$ cat src/core/tws_defs.svh
// register offsets, field positions, reset values, status codes and synchroniser stage count
`ifndef TWS_DEFS_SVH
`define TWS_DEFS_SVH
`define TWS_OFS_ADDR 3'h0
`define TWS_OFS_CTRL 3'h1
`define TWS_OFS_STAT 3'h2
`define TWS_OFS_DATA 3'h3
`define TWS_OFS_SLEEP 3'h4
`define TWS_CTRL_FLAG 7
`define TWS_CTRL_ACK 6
`define TWS_CTRL_STA 5
`define TWS_CTRL_STO 4
`define TWS_CTRL_WCOL 3
`define TWS_CTRL_EN 2
`define TWS_CTRL_IE 0
`define TWS_ADDR_GCE 0
`define TWS_RST_ADDR 8'hFE
`define TWS_RST_CTRL 8'h00
`define TWS_RST_DATA 8'hFF
`define TWS_ST_IDLE 8'hF8
`define TWS_ST_OWN_W 8'h60
`define TWS_ST_ARB_OWN_W 8'h68
`define TWS_ST_GC 8'h70
`define TWS_ST_ARB_GC 8'h78
`define TWS_ST_OWN_ACK 8'h80
`define TWS_ST_OWN_NACK 8'h88
`define TWS_ST_GC_ACK 8'h90
`define TWS_ST_GC_NACK 8'h98
`define TWS_ST_STOP 8'hA0
`define TWS_SYNC_STAGES 2
`endif

$ cat src/core/tws_pkg.sv
// types of the two-wire slave receiver
package tws_pkg;
  typedef enum logic [2:0] {
    TWS_IDLE = 3'b000,
    TWS_ADDR = 3'b001,
    TWS_ACK_ADDR = 3'b010,
    TWS_DATA = 3'b011,
    TWS_ACK_DATA = 3'b100,
    TWS_HOLD = 3'b101,
    TWS_SKIP = 3'b110
  } tws_state_type;
endpackage

$ cat src/core/tws_slave_rx.sv
// two-wire slave receiver: address match, data reception, status codes, clock stretch
// Operation
// - own address is upper seven bits
// - address bit zero enables general call
// - match then direction bit zero receives
// - own address write sets event flag
// - lost arbitration then addressed gives 68/78
// - ack enable cleared gives NACK next
// - ack enable zero ignores own address
// - sleep still recognises address by bus
// - wake hold SCL until flag cleared
// - data register unreliable after sleep wake
// - status prescaler bits read as zero
// - status 60 after own write acked
// - status 68 after arbitration lost address
// - status 70 after general call acked
// - status 78 lost arbitration general call
// - status 80 own data byte acked
// - clear flag; ack enable chooses ACK
// - 88 cleared without ack: unaddressed, deaf
// - NACK state cleared with ack: listening
// - start request on leave: start later
// - status 90/98 general call data
// - status A0 on stop or restart
//
// The plain strobed port and the placing of the registers were chosen for this implementation.
`timescale 1ns/1ps
`include "tws_defs.svh"
module tws_slave_rx (
  // clock and reset
  input wire logic clk,
  input wire logic rst_n,
  // register port
  input wire logic [2:0] reg_addr,
  input wire logic [7:0] reg_wdata,
  input wire logic reg_wr,
  input wire logic reg_rd,
  output logic [7:0] reg_rdata,
  // master side hooks
  input wire logic arb_lost,
  // bus pins, enable low while driving low
  input wire logic scl_in,
  output logic scl_out,
  output logic scl_oe_n,
  input wire logic sda_in,
  output logic sda_out,
  output logic sda_oe_n,
  // status pins
  output logic event_flag,
  output logic start_pending,
  output logic wake_req
);
  logic scl_s, scl_rise, scl_fall, sda_s, sda_rise, sda_fall;
  tws_sync #(.STAGES(`TWS_SYNC_STAGES)) u_scl (
    .clk(clk), .rst_n(rst_n), .async_in(scl_in),
    .level_out(scl_s), .rise_out(scl_rise), .fall_out(scl_fall));
  tws_sync #(.STAGES(`TWS_SYNC_STAGES)) u_sda (
    .clk(clk), .rst_n(rst_n), .async_in(sda_in),
    .level_out(sda_s), .rise_out(sda_rise), .fall_out(sda_fall));

  logic start_cond, stop_cond;
  assign start_cond = sda_fall & scl_s;
  assign stop_cond = sda_rise & scl_s;

  tws_pkg::tws_state_type state_reg, state_next;
  logic [7:0] addr_reg, addr_next, ctrl_reg, ctrl_next, stat_reg, stat_next;
  logic [7:0] data_reg, data_next, shift_reg, shift_next, rdata_reg, rdata_next;
  logic [3:0] bit_reg, bit_next;
  logic gc_reg, gc_next, arb_reg, arb_next, ack_reg, ack_next;
  logic addressed_reg, addressed_next, deaf_reg, deaf_next;
  logic sleep_reg, sleep_next, wake_reg, wake_next, sta_pend_reg, sta_pend_next;
  logic sda_drv_reg, sda_drv_next, scl_drv_reg, scl_drv_next;

  function automatic logic [7:0] ctrl_word(input logic [7:0] cur, input logic [7:0] w);
    logic [7:0] v;
    v = cur;
    v[`TWS_CTRL_ACK] = w[`TWS_CTRL_ACK];
    v[`TWS_CTRL_STA] = w[`TWS_CTRL_STA];
    v[`TWS_CTRL_STO] = w[`TWS_CTRL_STO];
    v[`TWS_CTRL_EN] = w[`TWS_CTRL_EN];
    v[`TWS_CTRL_IE] = w[`TWS_CTRL_IE];
    v[`TWS_CTRL_WCOL] = 1'b0;
    return v;
  endfunction

  logic flag_clear, ack_en, enabled;
  assign flag_clear = reg_wr && reg_addr == `TWS_OFS_CTRL && reg_wdata[`TWS_CTRL_FLAG];
  assign ack_en = ctrl_reg[`TWS_CTRL_ACK];
  assign enabled = ctrl_reg[`TWS_CTRL_EN];

  always_comb begin
    logic own_hit, gc_hit, ev_set;
    logic [7:0] ev_code;
    own_hit = 1'b0;
    gc_hit = 1'b0;
    ev_set = 1'b0;
    ev_code = stat_reg;
    state_next = state_reg;
    addr_next = addr_reg;
    ctrl_next = ctrl_reg;
    stat_next = stat_reg;
    data_next = data_reg;
    shift_next = shift_reg;
    bit_next = bit_reg;
    gc_next = gc_reg;
    arb_next = arb_reg | arb_lost;
    ack_next = ack_reg;
    addressed_next = addressed_reg;
    deaf_next = deaf_reg;
    sleep_next = sleep_reg;
    wake_next = wake_reg;
    sta_pend_next = sta_pend_reg;
    sda_drv_next = sda_drv_reg;
    scl_drv_next = scl_drv_reg;
    rdata_next = 8'h00;

    // software side
    if (reg_wr) begin
      case (reg_addr)
        `TWS_OFS_ADDR: addr_next = reg_wdata;
        `TWS_OFS_CTRL: begin
          ctrl_next = ctrl_word(ctrl_reg, reg_wdata);
          if (reg_wdata[`TWS_CTRL_ACK]) begin
            deaf_next = 1'b0;
          end
        end
        `TWS_OFS_DATA: begin
          if (!ctrl_reg[`TWS_CTRL_FLAG]) begin
            ctrl_next[`TWS_CTRL_WCOL] = 1'b1;
          end else begin
            data_next = reg_wdata;
          end
        end
        `TWS_OFS_SLEEP: sleep_next = reg_wdata[0];
        default: ;
      endcase
    end
    if (reg_rd) begin
      case (reg_addr)
        `TWS_OFS_ADDR: rdata_next = addr_reg;
        `TWS_OFS_CTRL: rdata_next = ctrl_reg;
        `TWS_OFS_STAT: rdata_next = {stat_reg[7:3], 3'b000};
        `TWS_OFS_DATA: rdata_next = data_reg;
        `TWS_OFS_SLEEP: rdata_next = {7'h00, sleep_reg};
        default: rdata_next = 8'h00;
      endcase
    end

    // leaving an event state
    if (flag_clear && ctrl_reg[`TWS_CTRL_FLAG]) begin
      ctrl_next[`TWS_CTRL_FLAG] = 1'b0;
      wake_next = 1'b0;
      scl_drv_next = 1'b0;
      if (state_reg == tws_pkg::TWS_HOLD) begin
        if (addressed_reg) begin
          state_next = tws_pkg::TWS_DATA;
          ack_next = reg_wdata[`TWS_CTRL_ACK];
        end else begin
          state_next = tws_pkg::TWS_IDLE;
          deaf_next = ~reg_wdata[`TWS_CTRL_ACK];
          sta_pend_next = reg_wdata[`TWS_CTRL_STA];
        end
      end
    end
    if (sta_pend_reg && stop_cond) begin
      sta_pend_next = 1'b0;
    end

    // bus side
    case (state_reg)
      tws_pkg::TWS_IDLE: begin
        sda_drv_next = 1'b0;
        if (start_cond && enabled) begin
          state_next = tws_pkg::TWS_ADDR;
          bit_next = 4'h0;
        end
      end
      tws_pkg::TWS_ADDR, tws_pkg::TWS_DATA: begin
        if (scl_fall) begin
          sda_drv_next = 1'b0;
        end
        if (scl_rise) begin
          shift_next = {shift_reg[6:0], sda_s};
          bit_next = bit_reg + 4'h1;
        end
        if (bit_reg == 4'h8 && scl_fall) begin
          bit_next = 4'h0;
          if (state_reg == tws_pkg::TWS_ADDR) begin
            own_hit = shift_reg[7:1] == addr_reg[7:1];
            gc_hit = shift_reg[7:1] == 7'h00 && addr_reg[`TWS_ADDR_GCE];
            if ((own_hit || gc_hit) && !shift_reg[0] && ack_en && !deaf_reg) begin
              gc_next = gc_hit & ~own_hit;
              sda_drv_next = 1'b1;
              state_next = tws_pkg::TWS_ACK_ADDR;
            end else begin
              state_next = tws_pkg::TWS_SKIP;
            end
          end else begin
            sda_drv_next = ack_reg;
            state_next = tws_pkg::TWS_ACK_DATA;
          end
        end
        if (start_cond || stop_cond) begin
          if (state_reg == tws_pkg::TWS_DATA) begin
            ev_set = 1'b1;
            ev_code = `TWS_ST_STOP;
            scl_drv_next = 1'b1;
            addressed_next = 1'b0;
            state_next = tws_pkg::TWS_HOLD;
          end else begin
            state_next = start_cond ? tws_pkg::TWS_ADDR : tws_pkg::TWS_IDLE;
            bit_next = 4'h0;
          end
        end
      end
      tws_pkg::TWS_ACK_ADDR, tws_pkg::TWS_ACK_DATA: begin
        if (scl_fall) begin
          sda_drv_next = 1'b0;
          ev_set = 1'b1;
          scl_drv_next = 1'b1;
          state_next = tws_pkg::TWS_HOLD;
          if (state_reg == tws_pkg::TWS_ACK_ADDR) begin
            addressed_next = 1'b1;
            arb_next = 1'b0;
            ack_next = ack_en;
            wake_next = sleep_reg;
            if (gc_reg) begin
              ev_code = arb_reg ? `TWS_ST_ARB_GC : `TWS_ST_GC;
            end else begin
              ev_code = arb_reg ? `TWS_ST_ARB_OWN_W : `TWS_ST_OWN_W;
            end
          end else begin
            data_next = shift_reg;
            addressed_next = ack_reg;
            if (gc_reg) begin
              ev_code = ack_reg ? `TWS_ST_GC_ACK : `TWS_ST_GC_NACK;
            end else begin
              ev_code = ack_reg ? `TWS_ST_OWN_ACK : `TWS_ST_OWN_NACK;
            end
          end
        end
      end
      tws_pkg::TWS_HOLD: begin
        // all bus events, start/stop included, wait for software
        if (!addressed_reg && !ctrl_reg[`TWS_CTRL_FLAG] && !ev_set) begin
          state_next = tws_pkg::TWS_IDLE;
        end
      end
      tws_pkg::TWS_SKIP: begin
        if (start_cond) begin
          state_next = tws_pkg::TWS_ADDR;
          bit_next = 4'h0;
        end else if (stop_cond) begin
          state_next = tws_pkg::TWS_IDLE;
        end
      end
      default: state_next = tws_pkg::TWS_IDLE;
    endcase

    // set wins over a same-cycle clear
    if (ev_set) begin
      ctrl_next[`TWS_CTRL_FLAG] = 1'b1;
      stat_next = ev_code;
    end else if (flag_clear && ctrl_reg[`TWS_CTRL_FLAG]) begin
      stat_next = `TWS_ST_IDLE;
    end
    if (!ctrl_next[`TWS_CTRL_EN]) begin
      state_next = tws_pkg::TWS_IDLE;
      sda_drv_next = 1'b0;
      scl_drv_next = 1'b0;
      addressed_next = 1'b0;
    end
  end

  always_ff @(posedge clk or negedge rst_n) begin
    if (!rst_n) begin
      state_reg <= tws_pkg::TWS_IDLE;
      addr_reg <= `TWS_RST_ADDR;
      ctrl_reg <= `TWS_RST_CTRL;
      stat_reg <= `TWS_ST_IDLE;
      data_reg <= `TWS_RST_DATA;
      shift_reg <= 8'h00;
      bit_reg <= 4'h0;
      gc_reg <= 1'b0;
      arb_reg <= 1'b0;
      ack_reg <= 1'b0;
      addressed_reg <= 1'b0;
      deaf_reg <= 1'b0;
      sleep_reg <= 1'b0;
      wake_reg <= 1'b0;
      sta_pend_reg <= 1'b0;
      sda_drv_reg <= 1'b0;
      scl_drv_reg <= 1'b0;
      rdata_reg <= 8'h00;
    end else begin
      state_reg <= state_next;
      addr_reg <= addr_next;
      ctrl_reg <= ctrl_next;
      stat_reg <= stat_next;
      data_reg <= data_next;
      shift_reg <= shift_next;
      bit_reg <= bit_next;
      gc_reg <= gc_next;
      arb_reg <= arb_next;
      ack_reg <= ack_next;
      addressed_reg <= addressed_next;
      deaf_reg <= deaf_next;
      sleep_reg <= sleep_next;
      wake_reg <= wake_next;
      sta_pend_reg <= sta_pend_next;
      sda_drv_reg <= sda_drv_next;
      scl_drv_reg <= scl_drv_next;
      rdata_reg <= rdata_next;
    end
  end

  // open drain: output level is always low, enable low while pulling
  assign scl_out = 1'b0;
  assign sda_out = 1'b0;
  assign scl_oe_n = ~scl_drv_reg;
  assign sda_oe_n = ~sda_drv_reg;
  assign reg_rdata = rdata_reg;
  assign event_flag = ctrl_reg[`TWS_CTRL_FLAG];
  assign start_pending = sta_pend_reg;
  assign wake_req = wake_reg;
endmodule // tws_slave_rx

$ cat src/core/tws_sync.sv
// two-flop synchroniser with edge outputs taken from the settled stages
`timescale 1ns/1ps
module tws_sync #(
  parameter int STAGES = 2
) (
  // clock and reset
  input wire logic clk,
  input wire logic rst_n,
  // pin side
  input wire logic async_in,
  // synchronised side
  output logic level_out,
  output logic rise_out,
  output logic fall_out
);
  logic [STAGES:0] pipe_reg;
  logic [STAGES:0] pipe_next;

  // fewer than two stages would let a metastable level reach the logic
  if (STAGES < 2) begin : g_bad_stages
    $error("tws_sync needs at least two stages");
  end

  always_comb begin
    pipe_next = {pipe_reg[STAGES-1:0], async_in};
  end

  // pins idle high on a two-wire bus, so reset to high
  always_ff @(posedge clk or negedge rst_n) begin
    if (!rst_n) begin
      pipe_reg <= '1;
    end else begin
      pipe_reg <= pipe_next;
    end
  end

  assign level_out = pipe_reg[STAGES-1];
  assign rise_out = pipe_reg[STAGES-1] & ~pipe_reg[STAGES];
  assign fall_out = ~pipe_reg[STAGES-1] & pipe_reg[STAGES];
endmodule // tws_sync

$ cat config.mk
export PLATFORM = sky130hd
export DESIGN_NAME = tws_slave_rx
export DESIGN_NICKNAME = d
export VERILOG_FILES = /design/src/core/tws_pkg.sv /design/src/core/tws_slave_rx.sv /design/src/core/tws_sync.sv
export VERILOG_INCLUDE_DIRS = /design/src /design/src/core
export SDC_FILE = /design/constraint.sdc
export NUM_CORES = 1
export LEC_CHECK = 0
export BUFFER_PORTS_ARGS = -buffer_cell sky130_fd_sc_hd__buf_2
export CAP_MARGIN = 20
export CORE_ASPECT_RATIO = 1.5
export CORE_MARGIN = 4
export CORE_UTILIZATION = 35
export DETAILED_ROUTE_END_ITERATION = 12
export HOLD_SLACK_MARGIN = 0.1
export PLACE_DENSITY = 0.54
export SLEW_MARGIN = 20
export SYNTH_ARGS = -nofsm -noshare
export SYNTH_HDL_FRONTEND = slang
export SYNTH_SLANG_ARGS = --single-unit
$ cat constraint.sdc
create_clock -name clk -period 5.3 [get_ports clk]
set_clock_uncertainty 0.2 [all_clocks]
set_input_delay 0.265 -clock clk [delete_from_list [all_inputs] [get_ports clk]]
set_output_delay 0.265 -clock clk [all_outputs]
set_load 0.01 [all_outputs]
==> results of run 1 <==
## layer usage
| metal | part of all wire, % | track usage (%) | up-vias |
|---|---|---|---|
| li1 | - | - | 1214 |
| met1 | 41 | 19.7 | 1274 |
| met2 | 55 | 29.4 | 47 |
| met3 | 2.6 | 3.56 | 11 |
| met4 | 1.5 | 5.07 | 0 |
| met5 | 0 | 0 | - |
## worst max-delay path: stages, from the launching register on
cell and delay, ns:
dfrtp_1 0.61, nand2b_1 0.41, nor4_2 0.48, mux2i_1 0.24, a31oi_1 0.06
## cell families (layout without fill, tap and decap cells)
kind of cell / Yosys count / count (layout) / synth area share, %
adders and majority gates: 3 / 3 / 1.02
muxes: 37 / 37 / 13.3
DFF: 67 / 67 / 49.9
other: 1 / 2 / 0.109
xor gates and xnor gates: 9 / 9 / 2.30
AOI/OAI and AO/OA: 60 / 60 / 11.9
and+or+nand+nor: 111 / 111 / 17.9
buffers and inverters: 26 / 72 / 3.50
## worst paths after layout
check                                            start                           to  slack [ns]  cells past startpoint
max reg2reg                     state_reg[1]$_DFF_PN0_    start_pending$_DFFE_PN0P_        3.17                      4
min reg2reg                u_scl.pipe_reg[0]$_DFF_PN1_  u_scl.pipe_reg[1]$_DFF_PN1_        0.16                      0
min in group asynchronous                        rst_n      ctrl_reg[3]$_DFFE_PN0P_        0.47                      3
min                                        reg_addr[2]        sleep_reg$_DFFE_PN0P_        0.12                      3
max                             state_reg[1]$_DFF_PN0_    start_pending$_DFFE_PN0P_        3.17                      4
max in group asynchronous                        rst_n       bit_reg[0]$_DFFE_PN0P_        3.85                      3
## per-stage QoR
step                      setup slack (ns)  util [%]
after floorplan                       3.42         -
after global placement                3.18      38.0
after detailed placement              3.20      38.0
after CTS                             3.19      42.5
after global routing                  3.05      42.5
final                                 3.17      42.5
## repair_timing
action	4_1_cts	5_1_grt
endpoints found under the hold margin	64	0
setup endpoints to repair	0	0
hold buffers	13	0
## power by group through the flow
stage | Combinational (mW) | Clock [mW] | Sequential (mW)
floorplan | 0.141 | 0 | 0.657
global placement | 0.192 | 0 | 0.695
detailed placement | 0.196 | 0 | 0.695
CTS | 0.203 | 0.620 | 0.688
global route | 0.225 | 0.643 | 0.694
finish | 0.202 | 0.607 | 0.688
## layout make-up
| class | instances | area (um2) | area share, % |
|---|---|---|---|
| Inverter | 12 | 45.0 | 1.10 |
| Multi-Input combinational cell | 222 | 1600 | 39.1 |
| Tap cell | 115 | 144 | 3.52 |
| Clock inverter | 4 | 48.8 | 1.19 |
| Timing Repair Buffer | 44 | 288 | 7.03 |
| Sequential cell | 67 | 1710 | 41.8 |
| Clock buffer | 12 | 256 | 6.27 |
## cells in the final DEF (no fill, tap or decap), types with 9 or more instances in the layout
master and n:
o21ai_0 18, dfrtp_1 41, nor2b_1 10, nand2_1 32, mux2i_1 13, clkbuf_16 9, dfstp_2 26, nor2_1 20
nand2b_1 9, inv_1 12, buf_2 30, dlygate4sd3_1 13, mux2_2 19
==> metrics.txt, run 1 <==
final hold violations 0; #FFs+latches synth 67; Setup crit end kind register; DR vias 2546; Synth Instances 314; initial drt markers 165; Total Power 1.50 mW; Avg Inst Size Synth 10.9 um2; global-route wire length before repair 14200 um; RSZ-0062 raised after global routing false; critical path class register to register; area delta synth->final 19.4%; vias in the first global route 2565; number of flops mapped to enable cells by yosys 0; Finished Cell Area 4090 um2; Inst Count DP 447; outcome finished clean; mapped cell area 3430 um2; die height 129 um; Setup TNS Final 0 ns; Post-DP HPWL 6450 um; post-CTS setup buffer count 0; Commonest cells post-synth dfrtp_1 (41), nand2_1 (32), dfstp_2 (26), nor2_1 (20), mux2_2 (19); cell taking the most area after synthesis dfrtp_1; ys flop type dfrtp_1; max-cap violations 0; Pre-Repair DR Iteration Count 4; DRT Wirelength 8920 um; placed instance area 3660 um2; Root Buffer clkbuf_16; Power Dens Cells 366 nW/um2; Total GRT Usage 16.6%; Slew Limit Fails 0; Gate power share 13.5%; ant diodes 0; initial antenna violation count 0; CTS buffer count 9; clk slew on worst S/H paths 0.06 ns; worst vdd ir 0.000223 V; GRT overflow 0; routability cong. 0.921; Die Area 11500 um2; Worst Max-Slew Pin Slew 0.877 ns; Int Power 1.11 mW; # resized after CTS 0; switching share of power 26.0%; Starting Density 35.6%; CTS max path bufs 2; Non-Filler Instances 476; crit-path max FO 22; clock latency on the worst-skew pair 0.34 ns; Worst setup SP type register; sequential share of power 46.0%; clk sinks 67; IO Count 33; crit path DAT 2.14 ns; PortBufs 30; Rows 44; register area share after synthesis 49.9%; setup violators final 0; drt wl/cell 18.7 um; min Tclk post-route 2.13 ns; top-area cell type share of the netlist area 29.9%; CP required 5.31 ns; cell with the most instances after synthesis dfrtp_1; clock tree from TritonCTS done; Hold Slack 0.123 ns; fmax 470 MHz; YS warnings 0; leakage 1.69 nW; final cycle utilization of the critical path 40.2%; largest net degree at the start of global routing 68; fraction of registers with async set/reset 100%; final antenna-violating net count 0; Fillers 929; Hold WC Path Type primary input to register; clock share of power 40.6%; share of cells above drive strength 1 30.2%; Netlist cell types 60; Vias/cell 5.35; NumNets Final 376; DIE WIDTH 88.8 um; slew margin rel. 41.5%; P_sw 389 uW; Synth area leaders dfrtp_1 (30%), dfstp_2 (20%), mux2_2 (6.2%), mux2i_1 (3.8%), nand2_1 (3.5%); CTS HTree Levels 3; DRC 0; Placeable Area 9630 um2
Note: power is estimated with default switching activity, not from simulation.
==> run 2: changes to the inputs <==
- PLACE_DENSITY: 0.54 -> 0.56
- clock period: 5.3 -> 1.87 ns (I/O delays scaled with it)
==> metrics.txt, run 2 (same netlist as run 1, synthesis figures left out) <==
P_sw 1.08 mW (+180%); FF+latch area 1710 um2 (unchanged); min Tclk post-route 1.85 ns (-0.275 ns); Post-DP HPWL 6590 um (+2.1%); Total GRT Usage 17.1% (+0.48 points); final hold violations 0 (unchanged); Setup WS pre-CTS -0.0114 ns (-3.21 ns); number of cells on the critical path 5 (+1); delay-heaviest family, CP simple AND/OR/NAND/NOR gates; Worst setup SP type register; setup violators final 0 (unchanged); final cycle utilization of the critical path 99.2% (+59 points); CP Cell Sequence buf_6 > and4bb_2 > nand4_1 > or3_1 > o21a_1; initial drt markers 100 (-39%); most common cell after layout, fill and taps aside dfrtp_1; PortBufs 30 (unchanged); DIE WIDTH 88.8 um (unchanged); reg-to-reg setup timing slack 0.02 ns (-3.16 ns); CTS buffer count 9 (unchanged); CTS HTree Levels 3 (unchanged); Vias/cell 5.27 (-1.4%); clk sinks 67 (unchanged); fmax 539 MHz (+15%); commonest cells after routing, fill and taps aside dfrtp_1 (41), nand2_1 (32), buf_4 (32), buf_2 (30), dfstp_2 (26); Setup TNS Final 0 ns (unchanged); ant diodes 0 (unchanged); Starting Density 35.6% (unchanged); worst vdd ir 0.000547 V (+150%); sequential share of power 44.5% (-1.5 points); Inst Count DP 479 (+7.2%); CP max stage delay 0.53 ns (-0.08 ns); RSZ-0062 raised after global routing true; hold path cells 3 (unchanged); Rows 44 (unchanged); Worst Max-Slew Pin Slew 0.584 ns (-0.294 ns); clk slew on worst S/H paths 0.05 ns (about the same); final antenna-violating net count 0 (unchanged); Finished Cell Area 4570 um2 (+12%); clock latency on the worst-skew pair 0.33 ns (about the same); NumNets Final 423 (+13%); Gate power share 16.6% (+3.1 points); DR vias 2757 (+8.3%); Setup crit end kind register; share of cells above drive strength 1 37.7% (+7.6 points); crit-path max FO 6 (-73%); Fillers 898 (-3.3%); clock share of power 38.9% (-1.7 points); number of buffer and inverter stages on the critical path 1 (+1); vias in the first global route 2834 (+10%); R2R cell count 5 (+1); max-cap violations 0 (unchanged); Int Power 3.19 mW (+190%); switching share of power 25.3% (-0.70 points); critical path class register to register; Hold WC Path Type primary input to register; largest net degree at the start of global routing 29 (-57%); multi-input logic area 1660 um2 (+3.5%); global-route wire length before repair 14700 um (+3.7%); Slew Limit Fails 0 (unchanged); die height 129 um (unchanged); Worst Hold End reg_rdata[4]$_DFF_PN0_; slew margin rel. 61.0% (+19 points); area delta synth->final 33.3%; Non-Filler Instances 523 (+9.9%); DRT Wirelength 9310 um (+4.4%); GRT overflow 0 (unchanged); placed instance area 3950 um2 (+7.9%); Die Area 11500 um2 (unchanged); Root Buffer clkbuf_16; Hold Crit Start reg_addr[2]; utilization after layout 47.4% (+4.9 points); drt wl/cell 17.8 um (-5.0%); routability cong. 0.867 (-5.9%); CTS max path bufs 2 (unchanged); Power Dens Cells 933 nW/um2 (+160%); R2R Path End gc_reg$_DFFE_PN0P_; clock tree from TritonCTS done; Placeable Area 9630 um2 (unchanged); final setup margin 0.0152 ns (-3.16 ns); crit path DAT 1.88 ns (-0.26 ns); initial antenna violation count 0 (unchanged); CP required 1.89 ns (-3.42 ns); outcome finished clean; Pre-Repair DR Iteration Count 4 (unchanged); leakage 1.94 nW (+15%); reg2reg start u_scl.pipe_reg[2]$_DFF_PN1_; slowest stage cell, crit path dfstp_2; DRC 0 (unchanged); IO Count 33 (unchanged)
-- run 2: cell types whose count changed in the layout (fill, tap and decap cells not counted), moves of 3 or more --
cell,previous run,this run
buf_4,1,32
dlygate4sd3_1,13,21
o21ai_0,18,13
buf_12,0,3
buf_6,0,3
clkbuf_1,1,4
o21ai_1,0,3
-- run 2: timing repair --
item,CTS,global route
pin swaps,0,6
resized for setup,1,19
hold buffers,21,0
endpoints found under the setup margin,3,19
cloned,0,1
setup buffers,1,5
endpoints found under the hold margin,85,0
-- run 2: worst max-delay path by stage --
stage                                      from                         to  slack, ns
finish              u_scl.pipe_reg[2]$_DFF_PN1_         gc_reg$_DFFE_PN0P_       0.02
global route             bit_reg[0]$_DFFE_PN0P_         gc_reg$_DFFE_PN0P_      -0.04
CTS                 u_scl.pipe_reg[1]$_DFF_PN1_     state_reg[1]$_DFF_PN0_       0.01
detailed placement  u_scl.pipe_reg[2]$_DFF_PN1_    stat_reg[3]$_DFFE_PN1P_      -0.01
global placement         state_reg[1]$_DFF_PN0_         gc_reg$_DFFE_PN0P_       0.01
floorplan           u_scl.pipe_reg[2]$_DFF_PN1_  addressed_reg$_DFFE_PN0P_      0.007
-- run 2: per-stage QoR --
step	total power [mW]	hold slack (ns)
detailed placement	2.56	-0.0870
global route	4.46	0.150
global placement	2.54	-0.0862
finish	4.26	0.117
floorplan	2.26	-0.402
CTS	4.28	0.101
-- run 2: cell type report --
cell class | count | area share, %
Timing Repair Buffer | 91 | 15.9
Clock buffer | 14 | 5.56
Clock inverter | 2 | 0.767
Sequential cell | 67 | 37.4
Inverter | 12 | 0.986
Multi-Input combinational cell | 222 | 36.3
Tap cell | 115 | 3.15
-- run 2: power groups by stage --
stage | logic, mW | clock network [mW] | registers [mW]
6_report | 0.709 | 1.66 | 1.90
5_1_grt | 0.788 | 1.76 | 1.92
4_1_cts | 0.683 | 1.70 | 1.90
3_5_place_dp | 0.639 | 0 | 1.92
3_3_place_gp | 0.630 | 0 | 1.91
2_1_floorplan | 0.399 | 0 | 1.86
-- run 2: worst reg2reg max path, delay by kind of cell, from the launching register on --
kind	cells	cell delay [ns]
flops	1	0.53
simple gates	3	0.81
buf+inv	1	0.11
compound gates	1	0.11
-- run 2: metal layers --
layer | wire (um) | up-vias | track usage [%]
li1 | - | 1305 | -
met1 | 3590 | 1364 | 19.7
met2 | 5090 | 65 | 29.8
met3 | 331 | 23 | 3.12
met4 | 307 | 0 | 8.01
met5 | 0 | - | 0
==> run 3: changes to the inputs <==
- RECOVER_POWER: not set -> 25
==> metrics.txt, run 3 (same netlist as run 1, synthesis figures left out) <==
CTS max path bufs 2 (unchanged); vias in the first global route 2834 (unchanged); clock tree from TritonCTS done; most common cell after layout, fill and taps aside dfrtp_1; initial drt markers 86 (-14%); largest net degree at the start of global routing 29 (unchanged); share of cells above drive strength 1 37.7% (unchanged); Total Power 4.26 mW (-0.20%); setup violators final 0 (unchanged); final setup margin 0.0204 ns (+0.00528 ns); min Tclk post-route 1.85 ns (-0.00528 ns); Pre-Repair DR Iteration Count 4 (unchanged); Placeable Area 9630 um2 (unchanged); delay-heaviest family, CP simple AND/OR/NAND/NOR gates; Setup TNS Final 0 ns (unchanged); DIE WIDTH 88.8 um (unchanged); global-route wire length before repair 14700 um (unchanged); Hold WC Path Type primary input to register; Starting Density 35.6% (unchanged); routability cong. 0.867 (unchanged); Inst Count DP 479 (unchanged); CTS buffer count 9 (unchanged); Non-Filler Instances 523 (unchanged); die height 129 um (unchanged); drt wl/cell 17.8 um (+0.19%); CTS HTree Levels 3 (unchanged); Hold Slack 0.117 ns (-0.000354 ns); slew margin rel. 54.2% (-6.8 points); Setup crit end kind register; Root Buffer clkbuf_16; critical path class register to register; CP required 1.89 ns (about the same); DRT Wirelength 9330 um (+0.19%); Power Dens Cells 938 nW/um2 (+0.46%); max-cap violations 0 (unchanged); PortBufs 30 (unchanged); commonest cells after routing, fill and taps aside dfrtp_1 (41), nand2_1 (32), buf_4 (32), buf_2 (30), dfstp_2 (26); Setup WS pre-CTS -0.0114 ns (unchanged); clk sinks 67 (unchanged); Worst setup SP type register; final hold violations 0 (unchanged); GRT overflow 0 (unchanged); initial antenna violation count 0 (unchanged); fmax 541 MHz (+0.29%); Worst Max-Slew Pin Slew 0.688 ns (+0.104 ns); Fillers 902 (+0.45%); crit-path max FO 6 (unchanged); NumNets Final 423 (unchanged); Vias/cell 5.35 (+1.5%); DRC 0 (unchanged); Post-DP HPWL 6590 um (unchanged); final cycle utilization of the critical path 98.9% (-0.28 points); clock latency on the worst-skew pair 0.33 ns (about the same); CP Cell Sequence buf_6 > and4bb_2 > nand4_1 > or3_1 > o21a_1; DR vias 2797 (+1.5%); outcome finished clean; Total GRT Usage 17.1% (unchanged); slowest stage cell, crit path dfstp_2; ant diodes 0 (unchanged); Slew Limit Fails 0 (unchanged); leakage 1.93 nW (-0.54%); area delta synth->final 32.5%; Die Area 11500 um2 (unchanged); utilization after layout 47.1% (-0.31 points); RSZ-0062 raised after global routing true; number of buffer and inverter stages on the critical path 1 (unchanged); CP max stage delay 0.53 ns (about the same); Finished Cell Area 4540 um2 (-0.66%); IO Count 33 (unchanged); worst vdd ir 0.000549 V (+0.50%); placed instance area 3950 um2 (unchanged); clk slew on worst S/H paths 0.05 ns (about the same); crit path DAT 1.87 ns (about the same); final antenna-violating net count 0 (unchanged); Rows 44 (unchanged)
run 3: cell types whose count changed in the layout (fill, tap and decap cells not counted), sizes merged:
| cell | delta |
|---|---|
| buf | -2 |
| clkbuf | +2 |
run 3: worst reg2reg max path: cells and delay by family, from the launching register on:
| kind | cells | cell delay, ns |
|---|---|---|
| buffers and inverters | 1 | 0.11 |
| AND/OR/NAND/NOR | 3 | 0.80 |
| AO/OA/AOI/OAI | 1 | 0.11 |
| flip-flops | 1 | 0.53 |
run 3: final timing paths:
check / from / cells past startpoint / end / slack [ns]
max in group asynchronous: rst_n / 3 / sda_drv_reg$_DFFE_PN0P_ / 0.27
worst min-delay path: reg_addr[2] / 3 / reg_rdata[4]$_DFF_PN0_ / 0.12
worst max-delay path: u_scl.pipe_reg[2]$_DFF_PN1_ / 5 / gc_reg$_DFFE_PN0P_ / 0.02
worst min register to register: u_scl.pipe_reg[0]$_DFF_PN1_ / 0 / u_scl.pipe_reg[1]$_DFF_PN1_ / 0.15
worst max register to register: u_scl.pipe_reg[2]$_DFF_PN1_ / 5 / gc_reg$_DFFE_PN0P_ / 0.02
min in group asynchronous: rst_n / 2 / stat_reg[6]$_DFFE_PN1P_ / 0.18
run 3: cell type report:
cell class              instances  area [um2]  share of cell area (%)
clock buffers                  14         254                    5.60
clock inverters                 2        35.0                   0.772
inverters                      12        45.0                   0.992
multi-input cells             222        1660                    36.5
flip-flops and latches         67        1710                    37.7
well taps                     115         144                    3.17
repair buffers                 91         694                    15.3
run 3: what timing repair did:
item                                   in CTS  in global routing
pin swaps                                   0                  6
cloned                                      0                  1
gates resized for setup                     1                 19
setup endpoints to repair                   3                 19
hold buffers                               21                  0
buffers inserted                            1                  5
endpoints found under the hold margin      85                  0
run 3: power by group:
| part | internal, mW | leakage (nW) | total [mW] | switching (mW) |
|---|---|---|---|---|
| Sequential | 1.74 | 0.816 | 1.90 | 0.157 |
| Combinational | 0.370 | 0.975 | 0.702 | 0.332 |
| Clock | 1.07 | 0.141 | 1.66 | 0.588 |
run 3: layer usage:
metal | up-vias | global-route usage, % | share of wire (%)
met5 | - | 0 | 0
met4 | 0 | 8.01 | 3.5
met3 | 25 | 3.12 | 3.3
met2 | 69 | 29.8 | 55
met1 | 1398 | 19.7 | 39
li1 | 1305 | - | -
